**config.mk**
```make
export PLATFORM = sky130hd
export DESIGN_NAME = chsc_regs
export DESIGN_NICKNAME = d
export VERILOG_FILES = /design/src/logic/chsc_pkg.sv /design/src/logic/chsc_regs.sv
export VERILOG_INCLUDE_DIRS = /design/src /design/src/logic
export SDC_FILE = /design/constraint.sdc
export NUM_CORES = 1
export LEC_CHECK = 0
export ABC_AREA = 0
export BUFFER_PORTS_ARGS = -buffer_cell sky130_fd_sc_hd__buf_4
export CAP_MARGIN = 25
export CORE_AREA = 2 2 71 140
export DETAILED_ROUTE_END_ITERATION = 8
export DIE_AREA = 0 0 73 142
export GPL_ROUTABILITY_DRIVEN = 0
export GPL_TIMING_DRIVEN = 0
export PLACE_DENSITY_LB_ADDON = 0.12
export RECOVER_POWER = 25
export SYNTH_ARGS = -nofsm -noshare
export SYNTH_HDL_FRONTEND = slang
export SYNTH_SLANG_ARGS = --single-unit
```
**constraint.sdc**
```tcl
create_clock -name clk_sys -period 9.17 [get_ports clk_sys]
set_clock_uncertainty 0.15 [all_clocks]
set_input_delay 1.834 -clock clk_sys [delete_from_list [all_inputs] [get_ports clk_sys]]
set_output_delay 1.834 -clock clk_sys [all_outputs]
set_load 0.03 [all_outputs]
```
**src/logic/chsc_defs.svh**
```systemverilog
// constants of the charger status/control register pair
// assumes one 200 MHz clock and a byte-wide decoded register port
// Functional notes
// - status top bit shows watchdog timeout
// - watchdog timeout flag stays set until reset or soft reset
// - watchdog enable bit; writing 1 restarts count
// - watchdog enable reset value depends on variant
// - two-bit charge state: ready/charging/done/fault
// - four-bit fault code, eleven defined values
// - recorded faults read out one per read
// - all read and none active gives normal
// - regulator low during lockout gives code 1010
// - control top bit one restores all defaults
// - three-bit input limit selection incl. test
// - standalone mode uses external resistor limit
// - status pin enable gates open-drain output
// - termination enable; disabled hides done indication
// - charge disable opens battery switch
// - standby disables converter, switch stays closed
// - control low nibble resets to 1100
// - fifty second host watchdog
// - every bus write restarts the watchdog
// - expiry reloads defaults, charging continues
`ifndef CHSC_DEFS_SVH
`define CHSC_DEFS_SVH

`define CHSC_ADDR_STAT   8'h00
`define CHSC_ADDR_CTRL   8'h01
`define CHSC_BIT_FLAG    7
`define CHSC_BIT_WDEN    6
`define CHSC_BIT_RST     7
`define CHSC_CTRL_LOW    4'hC
`define CHSC_INPUT_LIMIT_RESISTOR_DEF    3'h6
`define CHSC_INPUT_LIMIT_RESISTOR_EXT    3'h6
`define CHSC_INPUT_LIMIT_RESISTOR_PTM    3'h7
`define CHSC_FLT_NORMAL  4'h0
`define CHSC_FLT_LDO     4'hA
`define CHSC_ST_READY    2'h0
`define CHSC_ST_CHG      2'h1
`define CHSC_ST_DONE     2'h2
`define CHSC_ST_FAULT    2'h3
`define CHSC_CLK_HZ      200000000
`define CHSC_TICK_HZ     1000
`define CHSC_WD_S        50

`endif

```
**src/logic/chsc_pkg.sv**
```systemverilog
// types of the charger status/control register pair
// assumes chsc_defs.svh for all numeric constants
package chsc_pkg;

    // control register fields below the soft reset bit
    typedef struct packed {
        logic [2:0] input_current_limit_sel;
        logic       stat_en;
        logic       term_en;
        logic       chg_dis;
        logic       high_impedance_standby;
    } chsc_ctrl_t;

    // conditions reported by the charger core
    typedef struct packed {
        logic       charging;
        logic       chg_done;
        logic       flt_evt;
        logic [3:0] flt_code;
        logic       flt_active;
        logic [3:0] act_code;
        logic       internal_regulator_low;
        logic       below_undervoltage_lockout;
        logic       leaving_undervoltage_lockout;
    } chsc_cond_t;

    // controls driven into the charger core
    typedef struct packed {
        logic [2:0] input_limit_resistor_eff;
        logic       production_test_mode;
        logic       term_en;
        logic       bat_switch_open;
        logic       conv_off;
        logic       host_mode;
    } chsc_out_t;

    typedef enum logic [1:0] {
        CHSC_STANDALONE = 2'b01,
        CHSC_HOST       = 2'b10
    } chsc_mode_t;

endpackage

```
**src/logic/chsc_regs.sv**
```systemverilog
// status and control register pair of the charger, with host watchdog
// assumes the serial bus slave decodes byte reads and writes upstream
`timescale 1ns/1ps
`include "chsc_defs.svh"

module chsc_regs #(
    parameter int unsigned TICK_CYC  = `CHSC_CLK_HZ / `CHSC_TICK_HZ,
    parameter int unsigned WD_TICKS  = `CHSC_WD_S * `CHSC_TICK_HZ,
    parameter int unsigned FQ_DEPTH  = 4,
    parameter bit          WATCHDOG_ENABLE_RST = 1'b0
) (
    // clock and reset
    input  wire logic                clk_sys,
    input  wire logic                rstn,
    // register access
    input  wire logic                acc_wr,
    input  wire logic                acc_rd,
    input  wire logic [7:0]          acc_addr,
    input  wire logic [7:0]          acc_wdata,
    output logic      [7:0]          acc_rdata_ff,
    // charger core
    input  wire chsc_pkg::chsc_cond_t cond,
    output chsc_pkg::chsc_out_t      ctl_ff,
    // open-drain status pin
    output logic                     stat_pin_o_ff,
    output logic                     stat_pin_oe_ff
);

    localparam int unsigned PW = (FQ_DEPTH > 1) ? $clog2(FQ_DEPTH) : 1;
    localparam chsc_pkg::chsc_ctrl_t CTRL_DEF =
        {`CHSC_INPUT_LIMIT_RESISTOR_DEF, `CHSC_CTRL_LOW};

    logic                   watchdog_enable_ff;
    logic                   wd_flag_ff;
    chsc_pkg::chsc_ctrl_t   ctrl_ff;
    chsc_pkg::chsc_mode_t   mode_ff;
    logic [31:0]            tick_cnt_ff;
    logic [31:0]            wd_cnt_ff;
    logic [3:0]             fq_ff [FQ_DEPTH];
    logic [PW-1:0]          wp_ff;
    logic [PW-1:0]          rp_ff;
    logic [PW:0]            cnt_ff;
    logic                   ldo_lvl_ff;
    logic                   ldo_pend_ff;

    logic       wr_stat;
    logic       wr_ctrl;
    logic       soft_rst;
    logic       tick;
    logic       wd_restart;
    logic       wd_expire;
    logic       ldo_lvl;
    logic       push;
    logic [3:0] push_code;
    logic       pop;
    logic       full;
    logic [3:0] flt_field;
    logic [1:0] st_field;

    // access decode
    assign wr_stat  = acc_wr && acc_addr == `CHSC_ADDR_STAT;
    assign wr_ctrl  = acc_wr && acc_addr == `CHSC_ADDR_CTRL;
    assign soft_rst = wr_ctrl && acc_wdata[`CHSC_BIT_RST];

    // watchdog: millisecond tick, then tick count
    assign tick = tick_cnt_ff == TICK_CYC - 1;
    assign wd_restart = acc_wr
        || (wr_stat && acc_wdata[`CHSC_BIT_WDEN]);
    assign wd_expire = watchdog_enable_ff && mode_ff == chsc_pkg::CHSC_HOST
        && tick && wd_cnt_ff == WD_TICKS - 1 && !wd_restart;

    always_ff @(posedge clk_sys) begin
        if (!rstn || tick) begin
            tick_cnt_ff <= 32'h0;
        end else begin
            tick_cnt_ff <= tick_cnt_ff + 32'h1;
        end
    end

    always_ff @(posedge clk_sys) begin
        if (!rstn || wd_restart || !watchdog_enable_ff || wd_expire) begin
            wd_cnt_ff <= 32'h0;
        end else if (tick && mode_ff == chsc_pkg::CHSC_HOST) begin
            wd_cnt_ff <= wd_cnt_ff + 32'h1;
        end
    end

    // host mode entered by any write, left on expiry
    always_ff @(posedge clk_sys) begin
        if (!rstn) begin
            mode_ff <= chsc_pkg::CHSC_STANDALONE;
        end else if (acc_wr) begin
            mode_ff <= chsc_pkg::CHSC_HOST;
        end else if (wd_expire) begin
            mode_ff <= chsc_pkg::CHSC_STANDALONE;
        end
    end

    // sticky timeout flag
    always_ff @(posedge clk_sys) begin
        if (!rstn) begin
            wd_flag_ff <= 1'b0;
        end else if (wd_expire) begin
            wd_flag_ff <= 1'b1;
        end else if (soft_rst) begin
            wd_flag_ff <= 1'b0;
        end
    end

    // watchdog enable
    always_ff @(posedge clk_sys) begin
        if (!rstn || soft_rst) begin
            watchdog_enable_ff <= WATCHDOG_ENABLE_RST;
        end else if (wr_stat) begin
            watchdog_enable_ff <= acc_wdata[`CHSC_BIT_WDEN];
        end
    end

    // control register
    always_ff @(posedge clk_sys) begin
        if (!rstn || soft_rst || wd_expire) begin
            ctrl_ff <= CTRL_DEF;
        end else if (wr_ctrl) begin
            ctrl_ff <= acc_wdata[6:0];
        end
    end

    // regulator-low fault: held until pushed, lost if the queue is full
    assign ldo_lvl = cond.internal_regulator_low
        && (cond.below_undervoltage_lockout
            || cond.leaving_undervoltage_lockout);
    assign push      = cond.flt_evt || ldo_pend_ff;
    assign push_code = cond.flt_evt ? cond.flt_code : `CHSC_FLT_LDO;

    always_ff @(posedge clk_sys) begin
        if (!rstn) begin
            ldo_lvl_ff  <= 1'b0;
            ldo_pend_ff <= 1'b0;
        end else begin
            ldo_lvl_ff  <= ldo_lvl;
            ldo_pend_ff <= (ldo_lvl && !ldo_lvl_ff)
                || (ldo_pend_ff && cond.flt_evt);
        end
    end

    // fault queue, one code popped per status read
    assign full = cnt_ff == (PW+1)'(FQ_DEPTH);
    assign pop  = acc_rd && acc_addr == `CHSC_ADDR_STAT
        && cnt_ff != '0;

    always_ff @(posedge clk_sys) begin
        if (!rstn) begin
            wp_ff  <= '0;
            rp_ff  <= '0;
            cnt_ff <= '0;
        end else begin
            if (push && !full) begin
                wp_ff <= (wp_ff == PW'(FQ_DEPTH - 1)) ? '0 : wp_ff + 1'b1;
            end
            if (pop) begin
                rp_ff <= (rp_ff == PW'(FQ_DEPTH - 1)) ? '0 : rp_ff + 1'b1;
            end
            cnt_ff <= cnt_ff + (PW+1)'(push && !full)
                - (PW+1)'(pop);
        end
    end

    for (genvar i = 0; i < FQ_DEPTH; i++) begin : g_fq
        always_ff @(posedge clk_sys) begin
            if (!rstn) begin
                fq_ff[i] <= `CHSC_FLT_NORMAL;
            end else if (push && !full && wp_ff == PW'(i)) begin
                fq_ff[i] <= push_code;
            end
        end
    end

    // status fields
    always_comb begin
        if (cnt_ff != '0) begin
            flt_field = fq_ff[rp_ff];
        end else if (ldo_lvl) begin
            flt_field = `CHSC_FLT_LDO;
        end else if (cond.flt_active) begin
            flt_field = cond.act_code;
        end else begin
            flt_field = `CHSC_FLT_NORMAL;
        end
    end

    always_comb begin
        if (flt_field != `CHSC_FLT_NORMAL) begin
            st_field = `CHSC_ST_FAULT;
        end else if (cond.charging) begin
            st_field = `CHSC_ST_CHG;
        end else if (cond.chg_done && ctrl_ff.term_en) begin
            st_field = `CHSC_ST_DONE;
        end else begin
            st_field = `CHSC_ST_READY;
        end
    end

    // read data; soft reset bit reads zero
    always_ff @(posedge clk_sys) begin
        if (!rstn) begin
            acc_rdata_ff <= 8'h00;
        end else if (acc_rd) begin
            case (acc_addr)
                `CHSC_ADDR_STAT:
                    acc_rdata_ff <= {wd_flag_ff, watchdog_enable_ff,
                                     st_field, flt_field};
                `CHSC_ADDR_CTRL:
                    acc_rdata_ff <= {1'b0, ctrl_ff};
                default:
                    acc_rdata_ff <= 8'h00;
            endcase
        end
    end

    // controls to the charger core
    always_ff @(posedge clk_sys) begin
        if (!rstn) begin
            ctl_ff <= '0;
        end else begin
            ctl_ff.input_limit_resistor_eff <= (mode_ff == chsc_pkg::CHSC_HOST)
                ? ctrl_ff.input_current_limit_sel
                : `CHSC_INPUT_LIMIT_RESISTOR_EXT;
            ctl_ff.production_test_mode <= mode_ff == chsc_pkg::CHSC_HOST
                && ctrl_ff.input_current_limit_sel == `CHSC_INPUT_LIMIT_RESISTOR_PTM;
            ctl_ff.term_en         <= ctrl_ff.term_en;
            ctl_ff.bat_switch_open <= ctrl_ff.chg_dis;
            ctl_ff.conv_off        <= ctrl_ff.high_impedance_standby;
            ctl_ff.host_mode       <= mode_ff == chsc_pkg::CHSC_HOST;
        end
    end

    // open-drain status pin pulls low while charging or faulted
    always_ff @(posedge clk_sys) begin
        if (!rstn) begin
            stat_pin_o_ff  <= 1'b0;
            stat_pin_oe_ff <= 1'b0;
        end else begin
            stat_pin_o_ff  <= 1'b0;
            stat_pin_oe_ff <= ctrl_ff.stat_en
                && (cond.charging || flt_field != `CHSC_FLT_NORMAL);
        end
    end
endmodule

```
==> metrics.txt <==
status finished clean; total iterations of the first detailed-routing run 5; crit path max fanout 4; worst hold path class register to register; Final nets 724; die height 142 um; Post-Synth Adder-Cell Area 0.0221; Post-DRT Antenna Nets 0; routed wire length 13600 um; Compound-Gate Fraction of Synth Area 0.0793; PwrDens 205 mW/mm2; Synth Area in Simple Gates 0.294; Lkg Pwr 0.00228 uW; ys async rst share 0; pin count of the biggest net entering global routing 17; CP arrival 4.40 ns; endpoints failing hold 0; pre-CTS WS 4.51 ns; number of buffers created by CTS 17; Total Die Area 0.0104 mm2; DRC violations left 0; CP startpoint kind input port; Starting Density 0.584; Peak supply drop 0.000172 V; synthesized area 0.00544 mm2; RSZ-0062 raised after global routing no; Setup TNS Final 0 ns; Seq cells post-synth 119; post-route setup slack 4.90 ns; Port Buf Inserts 51; post-synthesis net count 653; post-CTS setup buffers 0; Root Buffer clkbuf_16; cts repair resizes 0; total grt overflow 0; I/O Pins 53; num rows 50; Primary FF master, synth dfxtp_1; Tot Pwr 1340 uW; vias 4807; Max Cap Viol 0; Chip Width 73 um; TritonCTS clock tree yes; period utilization 0.465; critical path class input port to register; Post-synth EDFFs 16; Max Buffers Root-to-Sink 2; Slew @ Worst Pin 0.796 ns; Ys Warns 0; vias per cell 6.03; Post-Synth XOR/XNOR Area 0.0676; initial drt markers 224; global-route wire length before repair 22300 um; Worst EP required 9.31 ns; H-tree Lvls 4; WL/cell 17.1 um; vias in the first global route 4883; Area Growth Syn to Fin 20.0%; worst-skew pair later-pin latency 0.42 ns; core outline area 0.00932 mm2; DP HPWL 10000 um; Slew Limit Fails 0; initial antenna violation count 0; post-synthesis mux area share 0.0368; clock sink count 119; highest clock rate 0.234 GHz; share of cells above drive strength 1 0.139; number of inserted diodes 0; Synth Area per Inst 8.94 um2; largest family of logic cells by synthesized area simple AND/OR/NAND/NOR gates; sequential-to-total area share from yosys stat 0.467; Rel. slew slack 0.465; Tot GR Track Use 0.278; Hold Buf Count CTS 0; Worst setup EP type register; Final setup viols 0; count of cell types in the netlist 43; Tmin final 4.27 ns; Post-Syn Instances 609; CTS clock-pin slew for the worst setup and hold paths 0.06 ns
[synth_stat cells (11+ instances only)]
master,number,area share
nand4_1,22,0.025
nor2_1,88,0.061
o21ai_0,25,0.023
nand3_1,27,0.025
or4_1,13,0.018
xnor2_1,35,0.056
or3_1,20,0.023
nand2_1,43,0.030
clkbuf_1,20,0.014
dfxtp_1,103,0.38
nor4_1,28,0.032
mux2i_1,11,0.020
edfxtp_1,16,0.088
a21oi_1,33,0.030
inv_1,20,0.014
nor3_1,17,0.016
[critical path: stages]
cell     delay (ns)
buf_4          0.11
or4_1          0.54
nor4_1         0.38
nor2b_1        0.42
xor2_1         0.12
ha_1           0.22
fa_1           0.38
xnor2_1        0.19
xnor2_1        0.15
nor2_1         0.05
[layer usage]
layer	vias up	track usage	wire (um)
met5	-	0	0
met4	0	0.164	547
met3	48	0.0616	514
met2	160	0.525	7810
met1	2253	0.258	4720
li1	2346	-	-
[layout by cell type, fill, tap and decap left out, types with 7 or more instances in the layout]
cell type  count
dfxtp_1      103
nor2_1        88
buf_4         51
nand2_1       43
xnor2_1       35
a21oi_1       33
nor4_1        28
nand3_1       27
o21ai_0       25
clkbuf_1      22
nand4_1       22
inv_1         20
or3_1         20
clkbuf_16     18
nor3_1        17
edfxtp_1      16
or4_1         13
mux2i_1       11
and4_1        10
and2_1         9
ha_1           8
nor2b_1        7
xor2_1         7
[final cells by class]
class	instances	area, um2
multi-input combinational	446	2720
clock inverter	13	123
inverter	21	78.8
fill	713	2790
buffer	23	97.6
timing repair buffer	52	384
sequential	119	2540
clock buffer	19	454
tap	104	130
[where the power goes]
part           switching [uW]  leakage [uW]  internal, uW
Combinational            78.3       0.00100          51.8
Sequential               14.7       0.00100           555
Clock                     247      0.000279           391
[sequential cells by signal, indices dropped and copies added, names as in the netlist, named ones only]
register,flops
watchdog_enable_ff,1
ctrl_ff,7
mode_ff,2
fq_ff,16
stat_pin_oe_ff,1
wp_ff,2
tick_cnt_ff,32
acc_rdata_ff,8
cnt_ff,3
wd_flag_ff,1
ldo_lvl_ff,1
rp_ff,2
ldo_pend_ff,1
ctl_ff,8
wd_cnt_ff,32
[per-stage QoR]
stage / cell area, um2 / hold slack [ns] / util / std cells
after CTS: 6540 / 0.294 / 0.701 / 797
after global routing: 6530 / 0.318 / 0.701 / 797
after floorplan: 5440 / 0.274 / - / 609
after detailed placement: 5960 / 0.291 / 0.639 / 765
final: 6530 / 0.291 / 0.701 / 797
after global placement: 5960 / 0.288 / 0.639 / 764
[path summary, 6_finish.rpt]
kind,from,to,slack (ns),cells past startpoint
hold reg to reg,ctrl_ff[3]$_SDFFE_PP1N_,stat_pin_oe_ff$_SDFF_PN0_,0.29,2
setup reg to reg,tick_cnt_ff[17]$_SDFF_PP0_,wd_cnt_ff[11]$_SDFFE_PP0P_,6.11,6
hold / removal,ctrl_ff[3]$_SDFFE_PP1N_,stat_pin_oe_ff$_SDFF_PN0_,0.29,2
setup / recovery,acc_addr[5],cnt_ff[2]$_SDFF_PN0_,4.90,10
[logic make-up after synthesis]
family,after synthesis
adder cells (fa/ha/maj),9
XOR/XNOR,42
flip-flops,119
multiplexers,15
AND/OR/NAND/NOR,304
buffers and inverters,44
other,1
AO/OA/AOI/OAI,75
(Power assumes the default switching activity.)
